--- config.mk ---
export PLATFORM = sky130hd
export DESIGN_NAME = tcs_source_cc
export DESIGN_NICKNAME = d
export VERILOG_FILES = /design/src/tcs_pkg.sv /design/src/tcs_source_cc.sv
export SDC_FILE = /design/constraint.sdc
export NUM_CORES = 1
export LEC_CHECK = 0
export BUFFER_PORTS_ARGS = -buffer_cell sky130_fd_sc_hd__clkbuf_2
export CORE_ASPECT_RATIO = 1.1
export CORE_MARGIN = 1
export CORE_UTILIZATION = 55
export CTS_CLUSTER_DIAMETER = 80
export CTS_CLUSTER_SIZE = 20
export DETAILED_ROUTE_END_ITERATION = 10
export PLACE_DENSITY = 0.7
export SETUP_SLACK_MARGIN = 0.05
export SLEW_MARGIN = 20
export SYNTH_ARGS = -nofsm -noshare
export SYNTH_HDL_FRONTEND = slang
export SYNTH_SLANG_ARGS = --single-unit
--- constraint.sdc ---
create_clock -name sys_clk_i -period 4.8 [get_ports sys_clk_i]
set_clock_uncertainty 0.2 [all_clocks]
set_input_delay 0.24 -clock sys_clk_i [delete_from_list [all_inputs] [get_ports sys_clk_i]]
set_output_delay 0.24 -clock sys_clk_i [all_outputs]
set_load 0.02 [all_outputs]
--- src/tcs_pkg.sv ---
// Notes on behaviour
// - with no valid connection, source the default pull-up current on both channel pins.
// - attach only when exactly one pin sits in the sink window, debounced, VBUS low.
// - remember which pin attached, treat it as channel wire, monitor only it.
// - after attach: VBUS on, default pull-up off, VCONN to other pin, then 3A level.
// - switch pull-up to the 1.5 A level once the sink proves Power Delivery capable.
// - monitored pin above detach threshold during sequence removes VBUS, restarts attach watch.
// - both pins above the upper sink threshold for full debounce enters sleep.
// - in sleep use the low-accuracy pull-up and low-accuracy wake comparator.
// - enable VCONN only after attach and after power supply reports ready.
// - VCONN goes to the non-channel pin, never to the active channel pin.
// - biphase coding toggles the line at the end of every unit interval.
// - a one adds a mid-interval toggle, a zero has none.
// - coded transmit overrides pull-up level while sending, line released afterwards.
// - transmit bias rail high only while a message is being sent.
// - data-communications-capable flag is forced to 1 in source capabilities.
// - offer and apply 5 V first, before any higher voltage is negotiated.
// - VBUS stays unpowered until attachment is confirmed on the channel pins.
package tcs_pkg;
  localparam int unsigned CLK_HZ            = 125000000;
  localparam int unsigned ATTACH_DEB_US     = 150;
  localparam int unsigned BMC_BIT_RATE_HZ   = 300000;
  localparam int unsigned UI_CYC            = CLK_HZ / BMC_BIT_RATE_HZ;
  localparam int unsigned HALF_UI_CYC       = UI_CYC / 2;
  localparam int unsigned FIFO_DEPTH        = 16;
  localparam int unsigned FIFO_WIDTH        = 10;
  localparam int unsigned DRC_FLAG_POS      = 1;
  localparam logic [1:0]  PU_OFF            = 2'h0;
  localparam logic [1:0]  PU_DEFAULT        = 2'h1;
  localparam logic [1:0]  PU_1A5            = 2'h2;
  localparam logic [1:0]  PU_3A             = 2'h3;
  localparam int unsigned SYNC_N            = 8;

  typedef enum logic [2:0] {
    ST_UNATT   = 3'h0,
    ST_ATT_DEB = 3'h1,
    ST_VBUS_ON = 3'h3,
    ST_SRC_3A  = 3'h2,
    ST_SRC_1A5 = 3'h6,
    ST_SLP_DEB = 3'h4,
    ST_SLEEP   = 3'h5
  } tcs_state_t;
endpackage

--- src/tcs_source_cc.sv ---
`timescale 1ns/1ps

module tcs_fifo #(
  parameter int unsigned WIDTH = 10,
  parameter int unsigned DEPTH = 16
) (
  input  wire logic             sys_clk_i,
  input  wire logic             arst_n_i,
  input  wire logic [WIDTH-1:0] in_data_i,
  input  wire logic             in_valid_i,
  output logic                  in_ready_o,
  output logic      [WIDTH-1:0] out_data_o,
  output logic                  out_valid_o,
  input  wire logic             out_ready_i
);
  localparam int unsigned AW = $clog2(DEPTH);
  logic [WIDTH-1:0] mem_r [DEPTH];
  logic [AW-1:0]    wr_ptr_r;
  logic [AW-1:0]    rd_ptr_r;
  logic [AW:0]      count_r;
  logic             push;
  logic             pop;

  assign in_ready_o  = (count_r != AW'(0) + (AW+1)'(DEPTH)) ;
  assign out_valid_o = (count_r != '0);
  assign out_data_o  = mem_r[rd_ptr_r];
  assign push        = in_valid_i && in_ready_o;
  assign pop         = out_valid_o && out_ready_i;

  always_ff @(posedge sys_clk_i)
  begin
    if (push)
    begin
      mem_r[wr_ptr_r] <= in_data_i;
    end
  end

  always_ff @(posedge sys_clk_i or negedge arst_n_i)
  begin
    if (!arst_n_i)
    begin
      wr_ptr_r <= '0;
      rd_ptr_r <= '0;
      count_r  <= '0;
    end
    else
    begin
      if (push)
      begin
        wr_ptr_r <= wr_ptr_r + AW'(1);
      end
      if (pop)
      begin
        rd_ptr_r <= rd_ptr_r + AW'(1);
      end
      if (push && !pop)
      begin
        count_r <= count_r + (AW+1)'(1);
      end
      else if (pop && !push)
      begin
        count_r <= count_r - (AW+1)'(1);
      end
    end
  end
endmodule

module tcs_source_cc
  import tcs_pkg::*;
#(
  parameter int unsigned ATTACH_DEB_CYC = (CLK_HZ / 1000000) * ATTACH_DEB_US
) (
  input  wire logic       sys_clk_i,
  input  wire logic       arst_n_i,
  input  wire logic       cc1_in_window_i,
  input  wire logic       cc2_in_window_i,
  input  wire logic       cc1_above_upper_i,
  input  wire logic       cc2_above_upper_i,
  input  wire logic       cc1_detach_i,
  input  wire logic       cc2_detach_i,
  input  wire logic       vbus_low_i,
  input  wire logic       supply_ready_i,
  input  wire logic       wake_i,
  input  wire logic       pd_capable_i,
  input  wire logic       hv_grant_i,
  input  wire logic [7:0] tx_data_i,
  input  wire logic       tx_last_i,
  input  wire logic       tx_drc_byte_i,
  input  wire logic       tx_valid_i,
  output logic            tx_ready_o,
  output logic [1:0]      cc1_pullup_sel_o,
  output logic [1:0]      cc2_pullup_sel_o,
  output logic            sleep_pullup_current_o,
  output logic            wake_cmp_en_o,
  output logic            vbus_en_o,
  output logic            vbus_5v_sel_o,
  output logic            vconn_cc1_en_o,
  output logic            vconn_cc2_en_o,
  output logic            attached_o,
  output logic            orient_cc2_o,
  output logic            cc1_tx_o,
  output logic            cc1_tx_oe_n_o,
  output logic            cc2_tx_o,
  output logic            cc2_tx_oe_n_o,
  output logic            transmit_bias_rail_o
);
  // three-stage synchronisers; a change counts once stages two and three agree
  logic [SYNC_N-1:0] raw;
  logic [SYNC_N-1:0] s1_r;
  logic [SYNC_N-1:0] s2_r;
  logic [SYNC_N-1:0] s3_r;
  logic [SYNC_N-1:0] in_r;
  assign raw = {supply_ready_i, vbus_low_i, cc2_detach_i, cc1_detach_i,
                cc2_above_upper_i, cc1_above_upper_i, cc2_in_window_i, cc1_in_window_i};

  always_ff @(posedge sys_clk_i or negedge arst_n_i)
  begin
    if (!arst_n_i)
    begin
      s1_r <= '0;
      s2_r <= '0;
      s3_r <= '0;
      in_r <= '0;
    end
    else
    begin
      s1_r <= raw;
      s2_r <= s1_r;
      s3_r <= s2_r;
      for (int i = 0; i < SYNC_N; i++)
      begin
        if (s2_r[i] == s3_r[i])
        begin
          in_r[i] <= s3_r[i];
        end
      end
    end
  end

  logic wk1_r;
  logic wk2_r;
  logic wk3_r;
  logic wake_r;
  always_ff @(posedge sys_clk_i or negedge arst_n_i)
  begin
    if (!arst_n_i)
    begin
      wk1_r  <= 1'b0;
      wk2_r  <= 1'b0;
      wk3_r  <= 1'b0;
      wake_r <= 1'b0;
    end
    else
    begin
      wk1_r <= wake_i;
      wk2_r <= wk1_r;
      wk3_r <= wk2_r;
      if (wk2_r == wk3_r)
      begin
        wake_r <= wk3_r;
      end
    end
  end

  logic win1, win2, up1, up2, det1, det2, vbus_low, sup_rdy;
  assign {sup_rdy, vbus_low, det2, det1, up2, up1, win2, win1} = in_r;

  tcs_state_t state_r;
  tcs_state_t state_nxt;
  logic       orient_r;
  logic [31:0] deb_cnt_r;
  logic       attach_cond;
  logic       sleep_cond;
  logic       deb_done;
  logic       mon_detach;
  logic       connected;

  assign attach_cond = (win1 ^ win2) && vbus_low;
  assign sleep_cond  = up1 && up2;
  assign deb_done    = (deb_cnt_r >= ATTACH_DEB_CYC - 1);
  assign mon_detach  = orient_r ? det2 : det1;
  assign connected   = (state_r == ST_VBUS_ON) || (state_r == ST_SRC_3A) ||
                       (state_r == ST_SRC_1A5);

  always_comb
  begin
    state_nxt = state_r;
    case (state_r)
      ST_UNATT:
      begin
        if (attach_cond)
          state_nxt = ST_ATT_DEB;
        else if (sleep_cond)
          state_nxt = ST_SLP_DEB;
      end
      ST_ATT_DEB:
      begin
        if (!attach_cond || (win2 != orient_r))
          state_nxt = ST_UNATT;
        else if (deb_done)
          state_nxt = ST_VBUS_ON;
      end
      ST_SLP_DEB:
      begin
        if (!sleep_cond)
          state_nxt = ST_UNATT;
        else if (deb_done)
          state_nxt = ST_SLEEP;
      end
      ST_SLEEP:
      begin
        if (wake_r)
          state_nxt = ST_UNATT;
      end
      ST_VBUS_ON:
      begin
        if (mon_detach)
          state_nxt = ST_UNATT;
        else if (sup_rdy)
          state_nxt = ST_SRC_3A;
      end
      ST_SRC_3A:
      begin
        if (mon_detach)
          state_nxt = ST_UNATT;
        else if (pd_capable_i)
          state_nxt = ST_SRC_1A5;
      end
      ST_SRC_1A5:
      begin
        if (mon_detach)
          state_nxt = ST_UNATT;
      end
      default:
        state_nxt = ST_UNATT;
    endcase
  end

  always_ff @(posedge sys_clk_i or negedge arst_n_i)
  begin
    if (!arst_n_i)
      state_r <= ST_UNATT;
    else
      state_r <= state_nxt;
  end

  // counter restarts on every state change, so a dropped condition restarts it
  always_ff @(posedge sys_clk_i or negedge arst_n_i)
  begin
    if (!arst_n_i)
      deb_cnt_r <= '0;
    else if (state_nxt != state_r || !(state_r == ST_ATT_DEB || state_r == ST_SLP_DEB))
      deb_cnt_r <= '0;
    else if (!deb_done)
      deb_cnt_r <= deb_cnt_r + 32'h1;
  end

  always_ff @(posedge sys_clk_i or negedge arst_n_i)
  begin
    if (!arst_n_i)
      orient_r <= 1'b0;
    else if (state_r == ST_UNATT && attach_cond)
      orient_r <= win2;
  end

  // higher voltage only after a contract exists; 5 V is always applied first
  logic hv_r;
  always_ff @(posedge sys_clk_i or negedge arst_n_i)
  begin
    if (!arst_n_i)
      hv_r <= 1'b0;
    else
      hv_r <= (state_r == ST_SRC_1A5) && hv_grant_i;
  end

  logic [1:0] pu_active;
  always_comb
  begin
    pu_active = PU_OFF;
    if (state_r == ST_SRC_3A)
      pu_active = PU_3A;
    else if (state_r == ST_SRC_1A5)
      pu_active = PU_1A5;
  end

  logic pre_attach;
  assign pre_attach = (state_r == ST_UNATT) || (state_r == ST_ATT_DEB) ||
                      (state_r == ST_SLP_DEB);
  always_ff @(posedge sys_clk_i or negedge arst_n_i)
  begin
    if (!arst_n_i)
    begin
      cc1_pullup_sel_o       <= PU_DEFAULT;
      cc2_pullup_sel_o       <= PU_DEFAULT;
      sleep_pullup_current_o <= 1'b0;
      wake_cmp_en_o          <= 1'b0;
      vbus_en_o              <= 1'b0;
      vbus_5v_sel_o          <= 1'b1;
      vconn_cc1_en_o         <= 1'b0;
      vconn_cc2_en_o         <= 1'b0;
      attached_o             <= 1'b0;
      orient_cc2_o           <= 1'b0;
    end
    else
    begin
      cc1_pullup_sel_o       <= pre_attach ? PU_DEFAULT : (orient_r ? PU_OFF : pu_active);
      cc2_pullup_sel_o       <= pre_attach ? PU_DEFAULT : (orient_r ? pu_active : PU_OFF);
      sleep_pullup_current_o <= (state_r == ST_SLEEP);
      wake_cmp_en_o          <= (state_r == ST_SLEEP);
      vbus_en_o              <= connected;
      vbus_5v_sel_o          <= !hv_r;
      vconn_cc1_en_o         <= (state_r == ST_SRC_3A || state_r == ST_SRC_1A5) && orient_r;
      vconn_cc2_en_o         <= (state_r == ST_SRC_3A || state_r == ST_SRC_1A5) && !orient_r;
      attached_o             <= connected;
      orient_cc2_o           <= orient_r;
    end
  end

  // transmit path: bytes queue in the fifo, the encoder drains them lsb first
  logic [FIFO_WIDTH-1:0] fifo_dout;
  logic                  fifo_valid;
  logic                  fifo_pop;
  tcs_fifo #(.WIDTH(FIFO_WIDTH), .DEPTH(FIFO_DEPTH)) u_fifo (
    .sys_clk_i   (sys_clk_i),
    .arst_n_i    (arst_n_i),
    .in_data_i   ({tx_last_i, tx_drc_byte_i, tx_data_i}),
    .in_valid_i  (tx_valid_i),
    .in_ready_o  (tx_ready_o),
    .out_data_o  (fifo_dout),
    .out_valid_o (fifo_valid),
    .out_ready_i (fifo_pop)
  );

  logic        busy_r;
  logic        line_r;
  logic [7:0]  sh_r;
  logic        last_r;
  logic [2:0]  bit_r;
  logic [15:0] ph_r;
  logic        tx_ok;
  logic        ui_end;
  logic        byte_end;
  logic [7:0]  load_byte;

  assign tx_ok     = (state_r == ST_SRC_3A) || (state_r == ST_SRC_1A5);
  assign ui_end    = busy_r && (ph_r == 16'(UI_CYC - 1));
  assign byte_end  = ui_end && (bit_r == 3'h7);
  // a capabilities byte carrying the data flag always has it set
  assign load_byte = fifo_dout[8] ? (fifo_dout[7:0] | (8'h1 << DRC_FLAG_POS))
                                  : fifo_dout[7:0];
  assign fifo_pop  = fifo_valid && ((!busy_r && tx_ok) || (byte_end && !last_r));

  // an underrun mid-message ends the frame rather than emitting garbage
  always_ff @(posedge sys_clk_i or negedge arst_n_i)
  begin
    if (!arst_n_i)
    begin
      busy_r <= 1'b0;
      line_r <= 1'b0;
      sh_r   <= '0;
      last_r <= 1'b0;
      bit_r  <= '0;
      ph_r   <= '0;
    end
    else if (!busy_r)
    begin
      ph_r  <= '0;
      bit_r <= '0;
      if (fifo_pop)
      begin
        busy_r <= 1'b1;
        sh_r   <= load_byte;
        last_r <= fifo_dout[9];
      end
    end
    else if (!tx_ok)
    begin
      busy_r <= 1'b0;
    end
    else
    begin
      ph_r <= ui_end ? 16'h0 : ph_r + 16'h1;
      if (ph_r == 16'(HALF_UI_CYC - 1) && sh_r[0])
        line_r <= !line_r;
      if (ui_end)
      begin
        line_r <= !line_r;
        sh_r   <= {1'b0, sh_r[7:1]};
        bit_r  <= bit_r + 3'h1;
      end
      if (byte_end)
      begin
        if (fifo_pop)
        begin
          sh_r   <= load_byte;
          last_r <= fifo_dout[9];
        end
        else
          busy_r <= 1'b0;
      end
    end
  end

  // the closing toggle of a frame is launched as busy drops; without one more
  // driven cycle that last edge would never reach the line
  logic hold_r;
  always_ff @(posedge sys_clk_i or negedge arst_n_i)
  begin
    if (!arst_n_i)
      hold_r <= 1'b0;
    else
      hold_r <= byte_end && tx_ok && !fifo_pop;
  end

  assign cc1_tx_o             = line_r;
  assign cc2_tx_o             = line_r;
  assign cc1_tx_oe_n_o        = !((busy_r || hold_r) && !orient_r);
  assign cc2_tx_oe_n_o        = !((busy_r || hold_r) && orient_r);
  assign transmit_bias_rail_o = busy_r || hold_r;
endmodule

==> summary.md <==
| Metric | Value |
|---|---|
| Status | `complete, but fails checks` |
| Failing checks | `design-rule violations` |
| Cells after Synth | `740` |
| Synth top area cells | `edfxtp_1, dfrtp_1, mux4_2` |
| MaxCap Viol Count | `0` |
| CTS tree | `done` |
| CTS root buf | `clkbuf_16` |
| Pins Over Slew Limit | `0` |
| Post-CTS resize count | `0` |
| Number of diodes | `0` |
| Overall Power | `5.61 mW` |
| Worst skew pair latency | `0.50 ns` |
| Post-DP HPWL | `13400 µm` |
| Startpoint Class | `flop` |
| Clock Power Share | `0.268` |
| Fin Setup TNS | `0 ns` |
| Routability cong. | `0.823` |
| Via density | `5.84` |
| Max IR drop VDD | `0.000350 V` |
| Fillers | `1450` |
| Most frequent cells in the layout | `edfxtp_1, dfrtp_1, nor2_1, clkbuf_2, nand2_1` |
| Worst hold path class | `flop to flop` |
| Number of synthesis warnings | `0` |
| Switch share | `0.269` |
| PwrDens | `445 mW/mm²` |
| WL/cell | `19.2 µm` |
| Yosys top cell area share | `0.423` |
| Largest net degree at the start of global routing | `81` |
| Syn Std Cell Area | `0.0114 mm²` |
| H-tree depth | `1` |
| Number of global-route vias before repair | `6518` |
| Die height | `153 µm` |
| Clock slew at reported path FFs | `0.08 ns` |
| Final period util | `0.857` |
| Buffers on Ports | `41` |
| Post-synth top area cell | `edfxtp_1` |
| Max Freq | `243 MHz` |
| DRT Pass-1 Iters | `10` |
| Max-slew headroom | `0.270` |
| Seq cells post-synth | `287` |
| Static Leakage | `4.65 nW` |
| Layout Utilization | `0.629` |
| Layout cell share with drive strength beyond 1 | `0.152` |
| Crit Path Max Fanout | `8` |
| Fin. Hold Viols | `0` |
| GRT Residual Overflow | `0` |
| FP Rows | `54` |
| Final #Nets | `851` |
| Critical Path AT | `4.30 ns` |
| Post-route DRC | `2` |
| Asr flop ratio synth | `0.443` |
| First-pass GRT wire length | `34300 µm` |
| Register area share after synthesis | `0.703` |
| Sequential Power Share | `0.552` |
| Total routed wirelength | `20600 µm` |
| Antenna viol nets, final | `0` |
| Unrepaired setup endpoints after global routing | `false` |
| Gate power share | `0.180` |
| Critical Path RT | `4.98 ns` |
| Starting DRC count in detailed routing | `341` |
| Die span in x | `139 µm` |
| Initial Utilization | `0.566` |
| Setup WS post-layout | `0.684 ns` |
| Total track usage | `0.204` |
| Synth cell types | `71` |
| Total number of vias | `6275` |
| Total clock sinks | `287` |
| Synthesis-to-finish area growth | `11.0%` |
| Int Pwr | `4.10 mW` |
| Most common cell after layout, fill and taps aside | `edfxtp_1` |
| Measured slew at the worst slew-check pin | `1.09 ns` |
| Die area | `0.0212 mm²` |
| Avg Inst Size Synth | `15.4 µm²` |
| Initial antenna violation count | `0` |
| TritonCTS Buffers | `18` |
| Top_reg_cell synth | `edfxtp_1` |
| CP Capture Type | `flop` |
| Final setup viols | `0` |
| # IOs | `42` |
| Worst slack, placed | `0.682 ns` |
| Min cycle time layout | `4.12 ns` |
| Critical path class | `flop to flop` |
| Clock Tree Buf Depth | `3` |
| Number of synthesized flops with an enable pin | `160` |
| Net switching power | `1.51 mW` |
| Core Region | `0.0201 mm²` |
-- power by group through the flow --
stage               registers, mW  logic (mW)  clock network, mW
global route                 3.13        1.11               1.64
finish                       3.09        1.01               1.51
detailed placement           3.15        1.00                  0
global placement             3.13       0.960                  0
CTS                          3.10        1.02               1.55
floorplan                    3.02       0.815                  0
-- registers in the layout (all words and copies together) (netlist names), 2 cells and up --
name / flops
state_r: 3
s1_r: 8
deb_cnt_r: 32
bit_r: 3
ph_r: 16
u_fifo.mem_r: 160
u_fifo.count_r: 5
in_r: 8
s3_r: 8
cc2_pullup_sel_o: 2
u_fifo.wr_ptr_r: 4
s2_r: 8
u_fifo.rd_ptr_r: 4
cc1_pullup_sel_o: 2
sh_r: 8
-- repair_timing --
action | CTS | global route
buffers inserted | 0 | 0
hold endpoints to repair | 238 | 0
hold buffers | 22 | 0
-- synthesized netlist by cell type, drive strengths merged (3+ instances only) --
library cell and instances:
nand3 13, or2 4, a21oi 26, mux2 5, maj3 9, mux2i 3, a22oi 5, a221oi 6
a31oi 3, or3 9, a21o 3, or4 4, edfxtp 160, o21ai 18, xnor2 15, and3 11
nand2b 10, o22ai 9, inv 17, or4b 4, nand4 10, nor4b 3, nand2 38, nor2 49
buf 16, o211ai 7, a22o 7, xor2 13, nor2b 7, dfrtp 124, mux4 32, and2 6
clkbuf 20, dfstp 3, ha 15, nor4 9, nor3 11
-- cells by family (layout without fill, tap and decap cells) --
logic type / after synthesis / count (layout) / synth area share
adder cells (fa/ha/maj): 25 / 25 / 0.0262
flip-flops: 287 / 287 / 0.703
AO/OA/AOI/OAI: 107 / 107 / 0.0658
other: 1 / 17 / 0.000330
multiplexers: 40 / 40 / 0.0710
XOR/XNOR: 28 / 28 / 0.0216
buffers and inverters: 53 / 120 / 0.0193
AND/OR/NAND/NOR: 199 / 199 / 0.0927
-- metal layers --
metal | up-vias | GRT usage | part of all wire
li1 | 2916 | - | -
met1 | 3204 | 0.277 | 0.43
met2 | 132 | 0.354 | 0.52
met3 | 23 | 0.0280 | 0.039
met4 | 0 | 0.0466 | 0.014
met5 | - | 0 | 0
-- worst max-delay path, cell delays in order, from the launching register on --
cell and delay, ns:
dfrtp_1 0.40, ha_1 0.34, or4b_1 0.47, or4_1 0.63
o41ai_4 0.49, inv_1 0.09, ha_1 0.23, inv_1 0.14
ha_1 0.29, a21o_1 0.20, a21oi_1 0.17, xnor2_1 0.14
nor2_1 0.07, xor2_1 0.14
-- path summary, 6_finish.rpt --
path / from / to / slack, ns / cells past startpoint
max in group asynchronous: arst_n_i / s1_r[3]$_DFF_PN0_ / 3.00 / 3
setup / recovery: ph_r[0]$_DFFE_PN0N_ / u_fifo.count_r[4]$_DFFE_PN0P_ / 0.68 / 13
min in group asynchronous: arst_n_i / deb_cnt_r[8]$_DFFE_PN0P_ / 0.23 / 2
hold reg to reg: s1_r[3]$_DFF_PN0_ / s2_r[3]$_DFF_PN0_ / 0.15 / 0
hold / removal: s1_r[3]$_DFF_PN0_ / s2_r[3]$_DFF_PN0_ / 0.15 / 0
setup reg to reg: ph_r[0]$_DFFE_PN0N_ / u_fifo.count_r[4]$_DFFE_PN0P_ / 0.68 / 13
-- cell type report --
type	instances	area, µm²	share of cell area
Clock buffer	30	517	0.0410
Clock inverter	2	16.3	0.00129
Inverter	17	63.8	0.00506
Multi-Input combinational cell	416	3230	0.256
Sequential cell	287	7990	0.633
Tap cell	252	315	0.0250
Timing Repair Buffer	71	488	0.0387
-- metrics by stage --
step	instances	instance area (µm²)	hold WS (ns)
floorplan	756	11400	-0.256
global placement	1021	11800	0.132
detailed placement	1021	11900	0.136
CTS	1075	12600	0.135
global route	1075	12600	0.154
finish	1075	12600	0.151
(Power assumes the default switching activity.)
